### config.mk
export PLATFORM = sky130hd
export DESIGN_NAME = difs_top
export DESIGN_NICKNAME = d
export VERILOG_FILES = /design/src/pkg/difs_pkg.sv /design/src/core/difs_sync.sv /design/src/core/difs_edge.sv /design/src/core/difs_top.sv
export SDC_FILE = /design/constraint.sdc
export NUM_CORES = 1
export LEC_CHECK = 0
export BUFFER_PORTS_ARGS = -buffer_cell sky130_fd_sc_hd__buf_2
export CAP_MARGIN = 20
export CELL_PAD_IN_SITES_DETAIL_PLACEMENT = 1
export CELL_PAD_IN_SITES_GLOBAL_PLACEMENT = 2
export CORE_MARGIN = 10
export CORE_UTILIZATION = 35
export DETAILED_ROUTE_END_ITERATION = 10
export HOLD_SLACK_MARGIN = 0.08
export PLACE_DENSITY_LB_ADDON = 0.05
export SLEW_MARGIN = 20
export SYNTH_ARGS = -nofsm -noshare
export SYNTH_HDL_FRONTEND = slang
export SYNTH_SLANG_ARGS = --single-unit
### constraint.sdc
create_clock -name clk -period 10.45 [get_ports clk]
set_clock_uncertainty 0.1 [all_clocks]
set_input_delay 2.09 -clock clk [delete_from_list [all_inputs] [get_ports clk]]
set_output_delay 2.09 -clock clk [all_outputs]
set_load 0.005 [all_outputs]
### src/pkg/difs_pkg.sv
package difs_pkg;

   // ==========================================================
   // Sizes
   // ==========================================================
   localparam int NUM_INPUTS   = 4;
   localparam int FUNC_W       = 3;
   localparam int REF_W        = 16;
   localparam int ADDR_W       = 4;
   localparam int DATA_W       = 32;

   // ==========================================================
   // Function settings of one input line
   // ==========================================================
   typedef enum logic [FUNC_W-1:0] {
      FUNC_EDGE_TOGGLE        = 3'h0,
      FUNC_LEVEL_SELECT_AUTO  = 3'h1,
      FUNC_CENTRE             = 3'h2,
      FUNC_DEC_LEFT           = 3'h3,
      FUNC_INC_RIGHT          = 3'h4,
      FUNC_LOCK               = 3'h5,
      FUNC_REFERENCE_CLEAR    = 3'h6,
      FUNC_DISABLED           = 3'h7
   } difs_func_t;

   // Motor drive command
   typedef enum logic [2:0] {
      DRV_IDLE   = 3'h0,
      DRV_LEFT   = 3'h1,
      DRV_RIGHT  = 3'h2,
      DRV_CENTRE = 3'h3,
      DRV_STOP   = 3'h4
   } difs_drive_t;

   // Per-line rise pulse and level produced by the edge detector
   typedef struct packed {
      logic rise;
      logic level;
   } difs_line_t;

   // ==========================================================
   // Register map (word index = byte address / 4)
   // ==========================================================
   localparam logic [ADDR_W-1:0] ADDR_FUNC_SEL  = 4'h0;
   localparam logic [ADDR_W-1:0] ADDR_STATUS    = 4'h1;
   localparam logic [ADDR_W-1:0] ADDR_REFERENCE = 4'h2;
   localparam logic [ADDR_W-1:0] ADDR_INPUTS    = 4'h3;

   // Function-select field of input n sits at bits [FUNC_W*n +: FUNC_W]
   localparam logic [FUNC_W*NUM_INPUTS-1:0] FUNC_SEL_RESET = {
      FUNC_INC_RIGHT, FUNC_DEC_LEFT, FUNC_CENTRE, FUNC_EDGE_TOGGLE};

   // Status word fields
   localparam int STAT_AUTO_BIT  = 0;
   localparam int STAT_DRIVE_LSB = 4;

   localparam logic [REF_W-1:0] REF_RESET = 16'h0000;
   localparam logic [REF_W-1:0] REF_STEP  = 16'h0001;

endpackage

### src/core/difs_sync.sv
`timescale 1ns/1ps
module difs_sync #(
   parameter int WIDTH = 4
) (
   input  wire logic             clk,
   input  wire logic             rst,
   input  wire logic [WIDTH-1:0] async_in,
   output      logic [WIDTH-1:0] sync_out
);
   logic [WIDTH-1:0] meta_ff;

   // ==========================================================
   // Two-stage synchroniser; first stage feeds only the second
   // ==========================================================
   always_ff @(posedge clk or posedge rst) begin
      if (rst) begin
         meta_ff  <= '0;
         sync_out <= '0;
      end else begin
         meta_ff  <= async_in;
         sync_out <= meta_ff;
      end
   end
endmodule // difs_sync

### src/core/difs_edge.sv
`timescale 1ns/1ps
module difs_edge #(
   parameter int WIDTH = 4
) (
   input  wire logic                            clk,
   input  wire logic                            rst,
   input  wire logic [WIDTH-1:0]                level_in,
   output      difs_pkg::difs_line_t [WIDTH-1:0] line_out
);
   import difs_pkg::*;

   logic [WIDTH-1:0] prev_ff;

   // ==========================================================
   // Rising-edge detect on already synchronised levels
   // ==========================================================
   always_ff @(posedge clk or posedge rst) begin
      if (rst) begin
         prev_ff <= '0;
      end else begin
         prev_ff <= level_in;
      end
   end

   for (genvar i = 0; i < WIDTH; i++) begin : g_line
      assign line_out[i].level = level_in[i];
      assign line_out[i].rise  = level_in[i] & ~prev_ff[i];
   end
endmodule // difs_edge

### src/core/difs_top.sv
`timescale 1ns/1ps
module difs_top #(
   parameter int NUM_IN = difs_pkg::NUM_INPUTS
) (
   input  wire logic                        clk,
   input  wire logic                        rst,
   input  wire logic [NUM_IN-1:0]           dig_in,
   input  wire logic [difs_pkg::ADDR_W-1:0] reg_addr,
   input  wire logic [difs_pkg::DATA_W-1:0] reg_wdata,
   input  wire logic                        reg_wr,
   input  wire logic                        reg_rd,
   output      logic [difs_pkg::DATA_W-1:0] reg_rdata_ff,
   output      logic                        auto_mode_ff,
   output      difs_pkg::difs_drive_t       drive_cmd_ff,
   output      logic [difs_pkg::REF_W-1:0]  reference_ff,
   output      logic                        centre_start_ff
);
   import difs_pkg::*;

   localparam int SEL_W = FUNC_W * NUM_IN;

   logic [NUM_IN-1:0]       sync_lvl;
   difs_line_t [NUM_IN-1:0] line;
   logic [SEL_W-1:0]        func_sel_ff;

   // ==========================================================
   // Input conditioning
   // ==========================================================
   difs_sync #(.WIDTH(NUM_IN)) u_sync (
      .clk      (clk),
      .rst      (rst),
      .async_in (dig_in),
      .sync_out (sync_lvl)
   );

   difs_edge #(.WIDTH(NUM_IN)) u_edge (
      .clk      (clk),
      .rst      (rst),
      .level_in (sync_lvl),
      .line_out (line)
   );

   // ==========================================================
   // Per-line decode of requests
   // ==========================================================
   logic [NUM_IN-1:0] req_toggle;
   logic [NUM_IN-1:0] req_lvl_sel;
   logic [NUM_IN-1:0] req_lvl_val;
   logic [NUM_IN-1:0] req_centre;
   logic [NUM_IN-1:0] req_dec;
   logic [NUM_IN-1:0] req_inc;
   logic [NUM_IN-1:0] req_lock;
   logic [NUM_IN-1:0] req_clear;

   for (genvar i = 0; i < NUM_IN; i++) begin : g_dec
      difs_func_t fsel;
      logic       l_toggle;
      logic       l_lvl_sel;
      logic       l_lvl_val;
      logic       l_centre;
      logic       l_dec;
      logic       l_inc;
      logic       l_lock;
      logic       l_clear;

      assign fsel = difs_func_t'(func_sel_ff[FUNC_W*i +: FUNC_W]);

      // All eight codes are legal, so no default arm; a line acts through one arm only
      always_comb begin
         l_toggle  = 1'b0;
         l_lvl_sel = 1'b0;
         l_lvl_val = 1'b0;
         l_centre  = 1'b0;
         l_dec     = 1'b0;
         l_inc     = 1'b0;
         l_lock    = 1'b0;
         l_clear   = 1'b0;
         unique case (fsel)
            FUNC_EDGE_TOGGLE: begin
               l_toggle = line[i].rise;
            end
            FUNC_LEVEL_SELECT_AUTO: begin
               l_lvl_sel = 1'b1;
               l_lvl_val = line[i].level;
            end
            FUNC_CENTRE: begin
               l_centre = line[i].rise;
            end
            FUNC_DEC_LEFT: begin
               l_dec = line[i].level;
            end
            FUNC_INC_RIGHT: begin
               l_inc = line[i].level;
            end
            FUNC_LOCK: begin
               l_lock = line[i].level;
            end
            FUNC_REFERENCE_CLEAR: begin
               l_clear = line[i].rise;
            end
            FUNC_DISABLED: begin
               // Line ignored: every request stays low
            end
         endcase
      end

      assign req_toggle[i]  = l_toggle;
      assign req_lvl_sel[i] = l_lvl_sel;
      assign req_lvl_val[i] = l_lvl_val;
      assign req_centre[i]  = l_centre;
      assign req_dec[i]     = l_dec;
      assign req_inc[i]     = l_inc;
      assign req_lock[i]    = l_lock;
      assign req_clear[i]   = l_clear;
   end

   logic any_toggle;
   logic any_lvl_sel;
   logic any_lvl_val;
   logic any_centre;
   logic any_dec;
   logic any_inc;
   logic any_lock;
   logic any_clear;

   assign any_toggle  = |req_toggle;
   assign any_lvl_sel = |req_lvl_sel;
   assign any_lvl_val = |req_lvl_val;
   assign any_centre  = |req_centre;
   assign any_dec     = |req_dec;
   assign any_inc     = |req_inc;
   assign any_lock    = |req_lock;
   assign any_clear   = |req_clear;

   // ==========================================================
   // Function selection register
   // ==========================================================
   always_ff @(posedge clk or posedge rst) begin
      if (rst) begin
         func_sel_ff <= FUNC_SEL_RESET;
      end else if (reg_wr && reg_addr == ADDR_FUNC_SEL) begin
         func_sel_ff <= reg_wdata[SEL_W-1:0];
      end
   end

   // ==========================================================
   // Operation mode
   // ==========================================================
   // Level select outranks toggle: a held level must keep winning
   logic nxt_auto_mode;
   always_comb begin
      nxt_auto_mode = auto_mode_ff;
      if (any_lvl_sel) begin
         nxt_auto_mode = any_lvl_val;
      end else if (any_toggle) begin
         nxt_auto_mode = ~auto_mode_ff;
      end
   end

   always_ff @(posedge clk or posedge rst) begin
      if (rst) begin
         auto_mode_ff <= 1'b0;
      end else begin
         auto_mode_ff <= nxt_auto_mode;
      end
   end

   // ==========================================================
   // Reference value
   // ==========================================================
   // Clear wins over steps; steps saturate rather than wrap
   logic [REF_W-1:0] nxt_reference;
   always_comb begin
      nxt_reference = reference_ff;
      if (any_clear) begin
         nxt_reference = REF_RESET;
      end else if (reg_wr && reg_addr == ADDR_REFERENCE) begin
         nxt_reference = reg_wdata[REF_W-1:0];
      end else if (auto_mode_ff && any_dec && !any_inc) begin
         if (reference_ff != '0) begin
            nxt_reference = reference_ff - REF_STEP;
         end
      end else if (auto_mode_ff && any_inc && !any_dec) begin
         if (reference_ff != '1) begin
            nxt_reference = reference_ff + REF_STEP;
         end
      end
   end

   always_ff @(posedge clk or posedge rst) begin
      if (rst) begin
         reference_ff <= REF_RESET;
      end else begin
         reference_ff <= nxt_reference;
      end
   end

   // ==========================================================
   // Motor drive command
   // ==========================================================
   // Centre run latches until lock, a jog or a software cancel ends it
   logic        centre_run_ff;
   difs_drive_t nxt_drive;
   logic        nxt_centre_run;

   always_comb begin
      nxt_centre_run = centre_run_ff;
      nxt_drive      = DRV_IDLE;
      if (any_centre) begin
         nxt_centre_run = 1'b1;
      end
      if (any_lock) begin
         nxt_drive      = DRV_STOP;
         nxt_centre_run = 1'b0;
      end else if (!auto_mode_ff && any_dec && !any_inc) begin
         nxt_drive      = DRV_LEFT;
         nxt_centre_run = 1'b0;
      end else if (!auto_mode_ff && any_inc && !any_dec) begin
         nxt_drive      = DRV_RIGHT;
         nxt_centre_run = 1'b0;
      end else if (nxt_centre_run) begin
         nxt_drive = DRV_CENTRE;
      end
   end

   // A centre edge in the same cycle outranks the software cancel
   logic centre_cancel;
   assign centre_cancel = reg_wr && reg_addr == ADDR_STATUS && reg_wdata[STAT_AUTO_BIT];

   always_ff @(posedge clk or posedge rst) begin
      if (rst) begin
         centre_run_ff <= 1'b0;
      end else if (centre_cancel && !any_centre) begin
         // Software acknowledges the end of a centre run
         centre_run_ff <= 1'b0;
      end else begin
         centre_run_ff <= nxt_centre_run;
      end
   end

   always_ff @(posedge clk or posedge rst) begin
      if (rst) begin
         drive_cmd_ff <= DRV_IDLE;
      end else begin
         drive_cmd_ff <= nxt_drive;
      end
   end

   always_ff @(posedge clk or posedge rst) begin
      if (rst) begin
         centre_start_ff <= 1'b0;
      end else begin
         // Only a fresh run that really reaches the drive pulses
         centre_start_ff <= any_centre & ~centre_run_ff & (nxt_drive == DRV_CENTRE);
      end
   end

   // ==========================================================
   // Register read port
   // ==========================================================
   logic [DATA_W-1:0] nxt_rdata;
   always_comb begin
      nxt_rdata = '0;
      unique case (reg_addr)
         ADDR_FUNC_SEL: begin
            nxt_rdata[SEL_W-1:0] = func_sel_ff;
         end
         ADDR_STATUS: begin
            nxt_rdata[STAT_AUTO_BIT] = auto_mode_ff;
            nxt_rdata[STAT_DRIVE_LSB +: $bits(difs_drive_t)] = drive_cmd_ff;
         end
         ADDR_REFERENCE: begin
            nxt_rdata[REF_W-1:0] = reference_ff;
         end
         ADDR_INPUTS: begin
            nxt_rdata[NUM_IN-1:0] = sync_lvl;
         end
         default: begin
            nxt_rdata = '0;
         end
      endcase
   end

   always_ff @(posedge clk or posedge rst) begin
      if (rst) begin
         reg_rdata_ff <= '0;
      end else if (reg_rd) begin
         reg_rdata_ff <= nxt_rdata;
      end else begin
         reg_rdata_ff <= '0;
      end
   end
endmodule // difs_top

=== After elaboration in Yosys (flattened, before gate mapping) ===
Index checks and enable logic that the tools add are counted.
Widths: inputs -> output; s select.

* Bits in registers: 78
* Bits of input ports: 44
* Output and inout bits: 53
* Logic and storage cells: 144

* Eq/ne operators: 30
* Bitwise operators: 12
* Reductions and logical operators: 35
* $add $sub $neg: 2
* Mux-type cells: 55

{| class="wikitable"
|+ Operators with widths
! operator !! number
|-
| $mux 16 || 7
|-
| $mux 1 || 39
|-
| $eq 3x3->1 const B || 12
|-
| $reduce_or 4->1 || 8
|-
| $eq 3x2->1 const B || 9
|-
| $pmux 3 s3 || 2
|-
| $add 16x1->16 const B || 1
|-
| $ne 16x16->1 const B || 1
|-
| $reduce_bool 16->1 || 1
|-
| $sub 16x1->16 const B || 1
|-
| $logic_and 1x1->1 || 13
|-
| $eq 3x1->1 const B || 4
|-
| $logic_not 3->1 || 4
|-
| $pmux 5 s2 || 1
|-
| $eq 4x2->1 const B || 2
|-
| $reduce_bool 4->1 || 2
|-
| $and 1x1->1 || 6
|-
| $mux 2 || 3
|-
| $not 1->1 || 6
|-
| $eq 4x1->1 const B || 1
|-
| $logic_not 1->1 || 4
|-
| $logic_not 4->1 || 1
|-
| $mux 4 || 1
|-
| $ne 4x3->1 const B || 1
|-
| other kinds (4) || 4
|}

=== Depth between registers and ports, before layout ===
Gate-level depths: netlist (run 1).

* Depth after elaboration: 11
* Depth in mapped cells: 14
* Gate-level depth less buffers: 13

=== Hierarchy ===
From an unflattened synthesis (run 1), not the netlist that was laid out.

* Cell total of the unflattened synthesis: 393
* Area total of the unflattened synthesis: 3,822.4 um^2

{| class="wikitable"
|+ By module, submodules not included
! module !! sequential area each (um^2) !! times used !! cells an instance !! area an instance (um^2)
|-
| difs_top || 1,256.2 || 1 || 371 || 3,429.5
|-
| difs_sync || 200.2 || 1 || 9 || 203.9
|-
| difs_edge || 100.1 || 1 || 13 || 188.9
|}

=== Least setup slack after synthesis (run 1) ===
No wires, ideal clock.

* Path kind: flip-flop to flip-flop
* Start point: reg func_sel_ff[4]
* End point: reg reference_ff[15] (netlist name)
* Period minus slack after synthesis: 3,767 ps
* Setup time: 95 ps
* Buffers on the path: 0
* Arrival: 3,573 ps
* Stages on the path, launching flop included: 14
* Required time: 10,255 ps
* Slack: 6,683 ps
* Cell sequence: dfstp_2 -> nand4bb_1 -> o31a_2 -> o211ai_4 -> nor2_1 -> ha_1 -> and3_4 -> a211oi_4 -> o221ai_2 -> o41ai_4 -> mux2i_1 -> o31ai_1 -> xor2_1 -> a211oi_1

* Longest elaborated chain between the ends: 8
* Elaborated cells between the ends (all ways): 22
* Those cells by class: eq/ne: 4; mux: 6; reduce/logical: 12

{| class="wikitable"
|+ Ends and longest elaborated chain
! item !! line !! source
|-
| start: declaration || difs_top.sv:24 || <nowiki>logic [SEL_W-1:0] func_sel_ff;</nowiki>
|-
| start signal: assignment || difs_top.sv:142 || <nowiki>func_sel_ff <= reg_wdata[SEL_W-1:0];</nowiki>
|-
| $eq 3x2->1 or $eq 3x3->1 (tied branches) || difs_top.sv:78 || <nowiki>unique case (fsel)</nowiki>
|-
| $mux 1 || difs_top.sv:78 ||
|-
| $reduce_or 4->1, on equally long branches || difs_top.sv:130, difs_top.sv:131 ||
|-
| $logic_and 1x1->1 or $logic_not 1->1 (tied branches) || difs_top.sv:179 || <nowiki>end else if (auto_mode_ff && any_dec && !any_inc) begin</nowiki>
|-
| $logic_and 1x1->1 || difs_top.sv:179 ||
|-
| $mux 16 || difs_top.sv:179 ||
|-
| $mux 16 || difs_top.sv:177 || <nowiki>end else if (reg_wr && reg_addr == ADDR_REFERENCE) begin</nowiki>
|-
| $mux 16 || difs_top.sv:175 || <nowiki>if (any_clear) begin</nowiki>
|-
| end signal: assignment || difs_top.sv:194 || <nowiki>reference_ff <= nxt_reference;</nowiki>
|-
| end: declaration || difs_top.sv:15 || <nowiki>output logic [difs_pkg::REF_W-1:0] reference_ff,</nowiki>
|}

Parallel ways exist; a longest one is shown, timed or not.
A chain may end at the register's enable or synchronous reset.

=== Worst setup path in the final report (run 1) ===
* Start point: reg func_sel_ff[1]
* End point: reg reference_ff[15] (netlist name)

The elaborated chain is that of the path after synthesis.

==> key figures, run 1 <==
Synthesis
  • Library cells used by synthesis: 69
  • Top FF cell, synth: dfrtp_1
  • Syn_area_per_cell: 9.91 um^2
  • Post-synthesis sequential area ratio: 0.409
  • Synth Cell Area: 0.00380 mm^2
  • Post-Synthesis Cells: approximately 380
  • Ys Warns: 0
  • Yosys reg bits: slightly above 60
  • Post-synth EDFFs: 0
  • Post-synthesis async set-or-reset flop share: 1.00

Worst setup path
  • WP data arrival: approximately 4.0 ns
  • Worst setup EP type: register
  • Required @ worst endpoint: 10.60 ns
  • Startpoint types: register
  • Crit Path Max Fanout: 16
  • Worst setup path class: register to register

Drt
  • Drt total wl: 11.5 mm
  • DRT Pass-1 Iters: 4
  • Highest Signal Layer: met4
  • Met3 Routed Length: about 630 um
  • Post-route ant nets: 0
  • Average routed wire per standard cell: 19.3 um
  • Vias post-DR: 3111
  • WL met1: 5.61 mm
  • Drt drc: 0
  • Met2 WL post-DR: 5.10 mm
  • Via/cell ratio: 5.24
  • Initial DRC Count: 156

Floorplan
  • Chip height: 124 um
  • Die width: 124 um
  • FP Rows: 38
  • Die ar.: 0.0154 mm^2
  • Ports: 97
  • Initial Util: 0.354
  • Core Region: around 0.011 mm^2

Layout
  • Ant diodes: 0
  • Filler cells: 1308
  • Most frequent cells in the layout: buf_2 (64), dfrtp_1 (58), nor2_1 (50)
  • Share of post-route cells with drive strength above 1: 0.258
  • Final nets: 508
  • Area Growth Syn to Fin: 15.4%
  • Final core utilization: 0.409
  • Post-route cell area: 0.00439 mm^2
  • Commonest non-fill, non-tap cell in the layout: buf_2

Clocking
  • CTS-repair resized insts: 0
  • Worst skew pair latency: between 0.3 and 0.4 ns
  • Clock Pin Slew Worst Setup and Hold Paths: 0.08 ns
  • Post-CTS Hold Fix Bufs: 0
  • CTS tree: built
  • Clock Root Buffer: clkbuf_8
  • TritonCTS buffer count: 9
  • # clock sinks: 62
  • Setup Fix Bufs, Post-CTS: 0
  • H-tree depth: 3
  • Deepest clock path buffer count: 2

GRT
  • Global-route wire length before repair: 18.7 mm
  • GRT Total Usage: 0.149
  • Antenna violations before repair: 0
  • Largest net degree at the start of global routing: 63
  • GR Overflow Total: 0
  • Vias in the first global route: 3379

Pwr
  • PD cells: between 200 and 250 mW/mm^2
  • Overall power: 0.000974 W
  • Peak VDD IR: 0.0745 mV
  • Static Leak: around 2.1 nW

Hold path
  • Hold Path Class: register to register

Timing
  • Slew HR: 0.312
  • Period utilisation layout: 0.364
  • Fin. Hold Viols: 0
  • Max Clk Rate: 263 MHz
  • Final min period: 3.81 ns
  • Final TNS setup: 0 ns
  • Worst Tran Pin Value: 1.03 ns
  • Unrepaired setup endpoints after global routing: false
  • Final setup violation count: 0
  • Pins Over Slew Limit: 0

Placement
  • IO Port Bufs: 64
  • GP Congestion: 0.845
  • Placed Area: 0.00421 mm^2
  • Hpwl dp: 8.72 mm

Flow run
  • Max cap viols: 0

Run status
  • Outcome: complete, no violations
==> state kept, by name (all words and copies together), names as in the netlist <==
signal	cells
u_edge.prev_ff	4
u_sync.sync_out	4
reg_rdata_ff	16
reference_ff	16
centre_run_ff	1
auto_mode_ff	1
func_sel_ff	12
u_sync.meta_ff	4
centre_start_ff	1
drive_cmd_ff	3
==> per-stage QoR <==
stage,cells,hold slack [ns],worst slack [ns]
after global placement,578,0.232,6.51
after CTS,594,0.255,6.60
final,594,0.252,6.64
after floorplan,399,0.231,6.68
after global routing,594,0.258,6.21
after detailed placement,578,0.238,6.47
==> power breakdown <==
group	switching (W)	leakage, nW	internal, W
clock	0.000105	0.0807	0.0000930
sequential	0.0000982	0.780	0.000294
combinational	0.000199	1.24	0.000186
==> final cells by class <==
| type | count | area [um^2] | area share |
|---|---|---|---|
| Multi-Input combinational cell | 300 | 2090 | 0.477 |
| Sequential cell | 62 | 1560 | 0.355 |
| Timing Repair Buffer | 68 | 350 | 0.0798 |
| Tap cell | 140 | 175 | 0.0399 |
| Clock buffer | 10 | 138 | 0.0313 |
| Clock inverter | 6 | 47.5 | 0.0108 |
| Inverter | 8 | 30.0 | 0.00684 |
==> cells in the mapped netlist, types with 9 or more instances <==
cell type / n / area (um^2)
xnor2_1: 10 / 87.6
nand3_1: 10 / 50.1
a211oi_1: 17 / 128
ha_1: 14 / 175
buf_4: 16 / 120
a21oi_1: 14 / 70.1
nand2_1: 21 / 78.8
dfrtp_1: 58 / 1450
nor2_1: 50 / 188
nor3_1: 9 / 45.0
mux2_2: 9 / 101
mux2i_1: 25 / 250
==> critical path, cell delays in order, from the launching register on <==
cell and delay [ns]:
dfrtp_1 0.46, inv_1 0.13, o32ai_2 0.34, o21ai_1 0.20
nor2_1 0.12, buf_4 0.25, ha_1 0.32, and3_4 0.21
a211oi_4 0.31, o221ai_2 0.19, o41ai_4 0.31, mux2i_1 0.12
o31ai_1 0.29, xor2_1 0.10, a211oi_1 0.22
==> cell families (layout without fill, tap and decap cells) <==
| logic type | Yosys count | count (layout) | share of synthesized area |
|---|---|---|---|
| fa+ha+maj | 15 | 15 | 0.0513 |
| buf+inv | 37 | 92 | 0.0569 |
| flops | 62 | 62 | 0.409 |
| simple gates | 141 | 141 | 0.185 |
| other cells | 1 | 16 | 0.000986 |
| xor+xnor | 15 | 15 | 0.0345 |
| mux | 37 | 37 | 0.105 |
| compound gates | 76 | 76 | 0.157 |
==> layer usage <==
metal / track usage / vias to the layer above
met5: 0 / -
met4: 0.0452 / 0
met1: 0.199 / 1505
met2: 0.225 / 82
li1: - / 1510
met3: 0.0434 / 14
==> worst paths after layout <==
path,slack (ns),cells after the start,start,to
worst max-delay path,6.64,14,func_sel_ff[1],reference_ff[15]
worst min-delay path,0.25,0,u_sync.meta_ff[3],u_sync.sync_out[3]
worst max register to register,6.64,14,func_sel_ff[1],reference_ff[15]
worst min register to register,0.25,0,u_sync.meta_ff[3],u_sync.sync_out[3]
max in group asynchronous,7.84,3,rst,u_edge.prev_ff[1]
min in group asynchronous,1.86,3,rst,drive_cmd_ff[0]
No activity file was read; power rests on OpenSTA's default activity.
==> inputs of run 2 (changes only) <==
--- a/config.mk
+++ b/config.mk
@@ -5,12 +5,13 @@
 export SDC_FILE = /design/constraint.sdc
 export NUM_CORES = 1
 export LEC_CHECK = 0
+export ABC_AREA = 1
 export BUFFER_PORTS_ARGS = -buffer_cell sky130_fd_sc_hd__buf_2
 export CAP_MARGIN = 20
 export CELL_PAD_IN_SITES_DETAIL_PLACEMENT = 1
 export CELL_PAD_IN_SITES_GLOBAL_PLACEMENT = 2
 export CORE_MARGIN = 10
-export CORE_UTILIZATION = 35
+export CORE_UTILIZATION = 26
 export DETAILED_ROUTE_END_ITERATION = 10
 export HOLD_SLACK_MARGIN = 0.08
 export PLACE_DENSITY_LB_ADDON = 0.05
==> constraint.sdc (replaced) <==
create_clock -name clk -period 3.45 [get_ports clk]
set_clock_uncertainty 0.1 [all_clocks]
set_input_delay 0.69 -clock clk [delete_from_list [all_inputs] [get_ports clk]]
set_output_delay 0.69 -clock clk [all_outputs]
set_load 0.005 [all_outputs]
==> key figures, run 2 <==
GRT
  • Largest net degree at the start of global routing: 25 (was 63)
  • Vias in the first global route: 4152 (was 3379)
  • Global-route wire length before repair: 22.5 mm (was 18.7 mm)
  • GR Overflow Total: 0 (unchanged)
  • GRT Total Usage: 0.141 (was 0.149)
  • Antenna violations before repair: 0 (unchanged)

Layout
  • Area Growth Syn to Fin: 18.8% (was 15.4%)
  • Largest registers: reference_ff: 16 flops, reg_rdata_ff: 16 flops, func_sel_ff: 12 flops (unchanged)
  • Final core utilization: 0.318 (was 0.409)
  • Most frequent cells in the layout: nand2_1 (181), inv_1 (69), nor2_1 (67) (was buf_2 (64), dfrtp_1 (58), nor2_1 (50))
  • Post-Layout Cell Count: 823 (was 594)
  • Flip-flop and latch area: 0.00156 mm^2 (unchanged)
  • Multi-input gate area: 0.00199 mm^2 (was 0.00209 mm^2)
  • Filler cells: 1851 (was 1308)
  • Final nets: 693 (was 508)
  • Commonest non-fill, non-tap cell in the layout: nand2_1 (was buf_2)
  • Ant diodes: 0 (unchanged)
  • Share of post-route cells with drive strength above 1: 0.158 (was 0.258)

Clocking
  • Clock Pin Slew Worst Setup and Hold Paths: 0.05 ns (was 0.08 ns)
  • Clock Root Buffer: clkbuf_16 (was clkbuf_8)
  • TritonCTS buffer count: 9 (unchanged)
  • Deepest clock path buffer count: 2 (unchanged)
  • Worst skew pair latency: 0.33 ns (was 0.36 ns)
  • CTS-repair resized insts: 0 (unchanged)
  • CTS tree: built (unchanged)
  • H-tree depth: 3 (unchanged)
  • # clock sinks: 62 (unchanged)
  • Post-CTS Hold Fix Bufs: 0 (unchanged)
  • Setup Fix Bufs, Post-CTS: 0 (unchanged)

Run status
  • Outcome: complete, no violations (unchanged)

Synthesis
  • Ys Warns: 0 (unchanged)
  • Post-synthesis sequential area ratio: 0.396 (was 0.409)
  • Synth Area in Simple Gates: 0.329 (was 0.185)
  • Top cells by count, synth: nand2_1 (181), inv_1 (70), nor2_1 (67), dfrtp_1 (58), a21oi_1 (30) (was dfrtp_1 (58), nor2_1 (50), mux2i_1 (25), nand2_1 (21), a211oi_1 (17))
  • Multiplexer area fraction after synthesis: 0 (was 0.105)
  • Synth Area in Compound Gates: 0.106 (was 0.157)
  • Top FF cell, synth: dfrtp_1 (unchanged)
  • Syn_area_per_cell: 7.00 um^2 (was 9.91 um^2)
  • Post-synthesis async set-or-reset flop share: 1.00 (unchanged)
  • Ranking of synthesized cells by area: dfrtp_1 (37%), nand2_1 (17%), inv_1 (6.7%) (was dfrtp_1 (38%), mux2i_1 (6.6%), nor2_1 (4.9%))
  • Post-synth EDFFs: 0 (unchanged)
  • Post-Synthesis Cells: 562 (was 384)
  • Synth Cell Area: 0.00394 mm^2 (was 0.00380 mm^2)
  • Largest family of logic cells by synthesized area: simple AND/OR/NAND/NOR gates (unchanged)
  • Most common cell in the synthesized netlist: nand2_1 (was dfrtp_1)
  • XOR/XNOR Fraction of Synth Area: 0.00445 (was 0.0345)
  • Library cells used by synthesis: 39 (was 69)
  • Top cell type's share of synthesized area: 0.369 (was 0.381)
  • Area share of fa/ha/maj cells after synthesis: 0.0496 (was 0.0513)
  • Post-synth top area cell: dfrtp_1 (unchanged)
  • Yosys reg bits: 62 (unchanged)

Drt
  • Initial DRC Count: 183 (was 156)
  • Drt drc: 0 (unchanged)
  • Via/cell ratio: 4.67 (was 5.24)
  • DRT Pass-1 Iters: 4 (unchanged)
  • Average routed wire per standard cell: 17.2 um (was 19.3 um)
  • Vias post-DR: 3841 (was 3111)
  • Post-route ant nets: 0 (unchanged)
  • Drt total wl: 14.1 mm (was 11.5 mm)

Hold path
  • Hold_sp: u_sync.meta_ff[3] (unchanged)
  • Hold path endpoint: u_sync.sync_out[3] (unchanged)
  • Hold Path Class: register to register (unchanged)
  • Worst Hold Path Cells: 0 (unchanged)

Pwr
  • Static Leak: 2.58 nW (was 2.10 nW)
  • PD cells: 625 mW/mm^2 (was 222 mW/mm^2)
  • Overall power: 0.00292 W (was 0.000974 W)
  • Peak VDD IR: 0.251 mV (was 0.0745 mV)

Flow run
  • Max cap viols: 0 (unchanged)

Floorplan
  • Ports: 97 (unchanged)
  • Die ar.: 0.0205 mm^2 (was 0.0154 mm^2)
  • Initial Util: 0.268 (was 0.354)
  • Die width: 143 um (was 124 um)
  • FP Rows: 44 (was 38)
  • Core Region: 0.0147 mm^2 (was 0.0107 mm^2)
  • Chip height: 143 um (was 124 um)

Worst setup path
  • Reg2reg start: func_sel_ff[11] (was func_sel_ff[1])
  • R2R depth: 19 (was 14)
  • Worst setup path class: register to register (unchanged)
  • Crit Path Max Fanout: 16 (unchanged)
  • Reg-to-reg endpoint: reference_ff[15] (unchanged)
  • Worst setup EP type: register (unchanged)
  • Required @ worst endpoint: 3.57 ns (was 10.60 ns)
  • R2r setup slk: 0.34 ns (was 6.64 ns)
  • WP data arrival: 3.23 ns (was 3.96 ns)
  • Startpoint types: register (unchanged)

Timing
  • Final setup violation count: 0 (unchanged)
  • Unrepaired setup endpoints after global routing: false (unchanged)
  • Pins Over Slew Limit: 0 (unchanged)
  • Final min period: 3.11 ns (was 3.81 ns)
  • Worst Tran Pin Value: 0.768 ns (was 1.03 ns)
  • Final TNS setup: 0 ns (unchanged)
  • Slew HR: 0.487 (was 0.312)
  • Worst Hold Slack: 0.246 ns (was 0.252 ns)
  • Max Clk Rate: 322 MHz (was 263 MHz)
  • Period utilisation layout: 0.902 (was 0.364)
  • Fin. Hold Viols: 0 (unchanged)

Placement
  • GP Congestion: 0.853 (was 0.845)
  • Placed cells: 807 (was 578)
  • IO Port Bufs: 64 (unchanged)
  • Hpwl dp: 11.4 mm (was 8.72 mm)
==> run 2: cell count changes after synthesis, sizes merged, moves of 16 or more <==
cell and delta:
nand2 +162, a21oi +16, mux2i -25, inv +64
nor2 +21, a211oi -19
==> run 2: layer usage <==
layer	up-vias	global-route usage	share of wire
met3	13	0.0216	0.032
met2	51	0.249	0.51
met4	0	0.0429	0.015
li1	1912	-	-
met5	-	0	0
met1	1865	0.173	0.45
==> run 2: area by class of cell <==
| class | instances | area share |
|---|---|---|
| clock buffer | 14 | 0.0522 |
| clock inverter | 2 | 0.00214 |
| inverter | 73 | 0.0586 |
| multi-input combinational | 417 | 0.425 |
| sequential | 62 | 0.333 |
| tap | 184 | 0.0493 |
| timing repair buffer | 71 | 0.0798 |
==> run 2: cells by family (layout without fill, tap and decap cells) <==
kind of cell,Yosys count,after routing
adders and majority gates,15,15
other,1,16
and+or+nand+nor,311,311
AOI/OAI and AO/OA,73,73
buffers and inverters,98,160
DFF,62,62
xor gates and xnor gates,2,2
==> run 2: worst max-delay path by stage <==
stage / end / startpoint / cells past startpoint
after global routing: reference_ff[15] / func_sel_ff[11] / 20
after floorplan: reference_ff[12] / func_sel_ff[6] / 16
after global placement: reference_ff[15] / func_sel_ff[11] / 19
after CTS: reference_ff[15] / func_sel_ff[11] / 19
after detailed placement: reference_ff[15] / func_sel_ff[11] / 19
final: reference_ff[15] / func_sel_ff[11] / 19
==> run 2: power breakdown <==
part / switching [W] / internal (W) / total (W)
logic: 0.000640 / 0.000382 / 0.00102
clock network: 0.000309 / 0.000484 / 0.000793
registers: 0.000238 / 0.000869 / 0.00111
==> run 2: per-stage QoR <==
step	cell area, um^2	setup WS (ns)
3_3_place_gp	4420	0.366
5_1_grt	4670	0.00629
2_1_floorplan	3990	0.641
6_report	4670	0.340
3_5_place_dp	4420	0.323
4_1_cts	4670	0.291
==> run 2: critical path: stages (launching register included) <==
cell	delay, ns
dfstp_2	0.52
inv_1	0.09
nand2_1	0.14
nor2_1	0.06
nor2_1	0.12
nand2_1	0.14
nand2_1	0.10
nor2_2	0.03
buf_4	0.21
ha_1	0.37
nand2_1	0.15
inv_1	0.05
a21oi_1	0.13
nand2_1	0.12
a21oi_1	0.27
nand3_1	0.12
nand3_1	0.11
nand2_1	0.06
nand2_1	0.05
nand2_1	0.05
==> inputs of run 3 (changes only) <==
==> constraint.sdc (replaced) <==
create_clock -name clk -period 2.7 [get_ports clk]
set_clock_uncertainty 0.1 [all_clocks]
set_input_delay 0.54 -clock clk [delete_from_list [all_inputs] [get_ports clk]]
set_output_delay 0.54 -clock clk [all_outputs]
set_load 0.005 [all_outputs]
==> key figures, run 3 (synthesis gave the netlist of run 2 again) <==
Layout
  • Multi-input gate area: 0.00225 mm^2 (was 0.00199 mm^2)
  • Share of post-route cells with drive strength above 1: 0.311 (was 0.158)
  • Final nets: 758 (was 693)
  • Commonest non-fill, non-tap cell in the layout: nand2_1 (unchanged)
  • Largest registers: reference_ff: 16 flops, reg_rdata_ff: 16 flops, func_sel_ff: 12 flops (unchanged)
  • Filler cells: 1837 (was 1851)
  • Area Growth Syn to Fin: 40.3% (was 18.8%)
  • Ant diodes: 0 (unchanged)
  • Flip-flop and latch area: 0.00156 mm^2 (unchanged)
  • Most frequent cells in the layout: nand2_1 (165), inv_1 (69), buf_4 (68) (was nand2_1 (181), inv_1 (69), nor2_1 (67))
  • Final core utilization: 0.375 (was 0.318)
  • Post-Layout Cell Count: 888 (was 823)

Timing
  • Final min period: 2.69 ns (was 3.11 ns)
  • Fin. Hold Viols: 0 (unchanged)
  • Max Clk Rate: 372 MHz (was 322 MHz)
  • Slew HR: 0.474 (was 0.487)
  • Unrepaired setup endpoints after global routing: true (was false)
  • Final setup violation count: 0 (unchanged)
  • Worst Hold Slack: 0.148 ns (was 0.246 ns)
  • Worst Tran Pin Value: 0.788 ns (was 0.768 ns)
  • Pins Over Slew Limit: 0 (unchanged)
  • Period utilisation layout: 0.995 (was 0.902)

Floorplan
  • Core Region: 0.0147 mm^2 (unchanged)
  • Die width: 143 um (unchanged)
  • Ports: 97 (unchanged)
  • Die ar.: 0.0205 mm^2 (unchanged)
  • Initial Util: 0.268 (unchanged)
  • Chip height: 143 um (unchanged)
  • FP Rows: 44 (unchanged)

Pwr
  • PD cells: 817 mW/mm^2 (was 625 mW/mm^2)
  • Overall power: 0.00451 W (was 0.00292 W)
  • Static Leak: 2.96 nW (was 2.58 nW)
  • Clock share of power: 0.278 (was 0.271)
  • Internal: 0.00279 W (was 0.00174 W)
  • Seq pwr share: 0.305 (was 0.379)
  • Net Sw Frac: 0.381 (was 0.406)
  • Peak VDD IR: 0.354 mV (was 0.251 mV)
  • Sw Pwr: 0.00172 W (was 0.00119 W)
  • Logic pwr share: 0.417 (was 0.350)

Drt
  • DRT Pass-1 Iters: 4 (unchanged)
  • Post-route ant nets: 0 (unchanged)
  • Vias post-DR: 4064 (was 3841)
  • Drt drc: 0 (unchanged)
  • Initial DRC Count: 164 (was 183)
  • Drt total wl: 15.3 mm (was 14.1 mm)
  • Average routed wire per standard cell: 17.2 um (about the same)
  • Via/cell ratio: 4.58 (was 4.67)

Worst setup path
  • Crit Path Max Fanout: 11 (was 16)
  • R2r setup slk: 0.01 ns (was 0.34 ns)
  • Required @ worst endpoint: 2.87 ns (was 3.57 ns)
  • Crit path capture: reference_ff[12] (was reference_ff[15])
  • Reg2reg start: func_sel_ff[11] (unchanged)
  • Reg-to-reg endpoint: reference_ff[12] (was reference_ff[15])
  • Worst setup EP type: register (unchanged)
  • Worst setup path class: register to register (unchanged)
  • R2R depth: 18 (was 19)
  • CP Launch Point: func_sel_ff[11] (unchanged)
  • Startpoint types: register (unchanged)
  • WP data arrival: 2.85 ns (was 3.23 ns)

Placement
  • GP Congestion: 0.896 (was 0.853)
  • IO Port Bufs: 64 (unchanged)
  • Hpwl dp: 12.4 mm (was 11.4 mm)
  • Placed cells: 871 (was 807)

Clocking
  • Clock Root Buffer: clkbuf_16 (unchanged)
  • # clock sinks: 62 (unchanged)
  • Clock Pin Slew Worst Setup and Hold Paths: 0.06 ns (was 0.05 ns)
  • TritonCTS buffer count: 9 (unchanged)
  • H-tree depth: 3 (unchanged)
  • CTS tree: built (unchanged)
  • Worst skew pair latency: 0.33 ns (about the same)
  • Deepest clock path buffer count: 2 (unchanged)
  • Post-CTS Hold Fix Bufs: 0 (unchanged)

Hold path
  • Hold Path Class: input pin to asynchronous set/reset pin (was register to register)

GRT
  • Global-route wire length before repair: 24.2 mm (was 22.5 mm)
  • Vias in the first global route: 4457 (was 4152)
  • GR Overflow Total: 0 (unchanged)
  • GRT Total Usage: 0.152 (was 0.141)
  • Largest net degree at the start of global routing: 41 (was 25)
  • Antenna violations before repair: 0 (unchanged)

Flow run
  • Max cap viols: 0 (unchanged)

Run status
  • Outcome: complete, no violations (unchanged)
[run 3: cell count changes in the layout (fill, tap and decap cells not counted), moves of 8 or more]
cell,before,now
nand2_1,181,165
a21oi_1,30,21
a21oi_2,0,9
buf_4,7,68
o21ai_0,20,12
nand2_2,2,18
[run 3: worst max-delay path: stages, from the launching register on]
cell     delay, ns
dfstp_2       0.53
inv_1         0.05
nand2_1       0.07
nor2_1        0.04
nor2_1        0.09
nand2_1       0.08
nand2_2       0.09
nor2_4        0.04
buf_12        0.15
ha_1          0.31
or2_2         0.33
and2_4        0.18
nand3_1       0.08
nand3_2       0.09
a21oi_1       0.13
o21ai_1       0.08
nand2_1       0.06
nand2_1       0.05
nand2_1       0.06
[run 3: metrics by stage]
stage	setup TNS (ns)	setup WS, ns	cell area [um^2]
3_5_place_dp	-1.67	-0.235	4930
2_1_floorplan	0	0.0432	4000
3_3_place_gp	-0.664	-0.153	4930
5_1_grt	-1.76	-0.189	5520
6_report	0	0.0125	5520
4_1_cts	-0.00951	-0.00951	5430
[run 3: area by class of cell]
type	instances	share of cell area
Clock buffer	12	0.0447
Timing Repair Buffer	136	0.162
Inverter	73	0.0496
Multi-Input combinational cell	417	0.407
Sequential cell	62	0.282
Tap cell	184	0.0417
Clock inverter	4	0.0127
[run 3: how the worst min path moves through the flow]
stage                            from                 end  slack, ns  cells past startpoint
floorplan           u_sync.meta_ff[0]  u_sync.sync_out[0]       0.23                      0
global placement    u_sync.meta_ff[0]  u_sync.sync_out[0]       0.24                      0
detailed placement  u_sync.meta_ff[0]  u_sync.sync_out[0]       0.24                      0
CTS                               rst     reference_ff[2]       0.16                      2
global route                      rst     reference_ff[4]       0.19                      2
finish                            rst     reference_ff[2]       0.15                      2
[run 3: power by group through the flow]
stage          Sequential (W)  Clock [W]  Combinational [W]
6_report              0.00138    0.00125            0.00188
2_1_floorplan         0.00131          0           0.000913
4_1_cts               0.00138    0.00127            0.00186
3_5_place_dp          0.00138          0            0.00175
3_3_place_gp          0.00138          0            0.00171
5_1_grt               0.00141    0.00132            0.00212
[run 3: routing by layer]
metal,GRT usage,part of all wire,routed length [um]
met1,0.174,0.42,6450
met2,0.287,0.54,8260
met3,0.0239,0.028,435
met4,0.0375,0.0081,123
met5,0,0,0
[run 3: repair_timing]
action / 4_1_cts / 5_1_grt
endpoints found under the setup margin: 12 / 12
gates resized for setup: 37 / 27
setup buffers: 1 / 0
pin swaps: 7 / 9
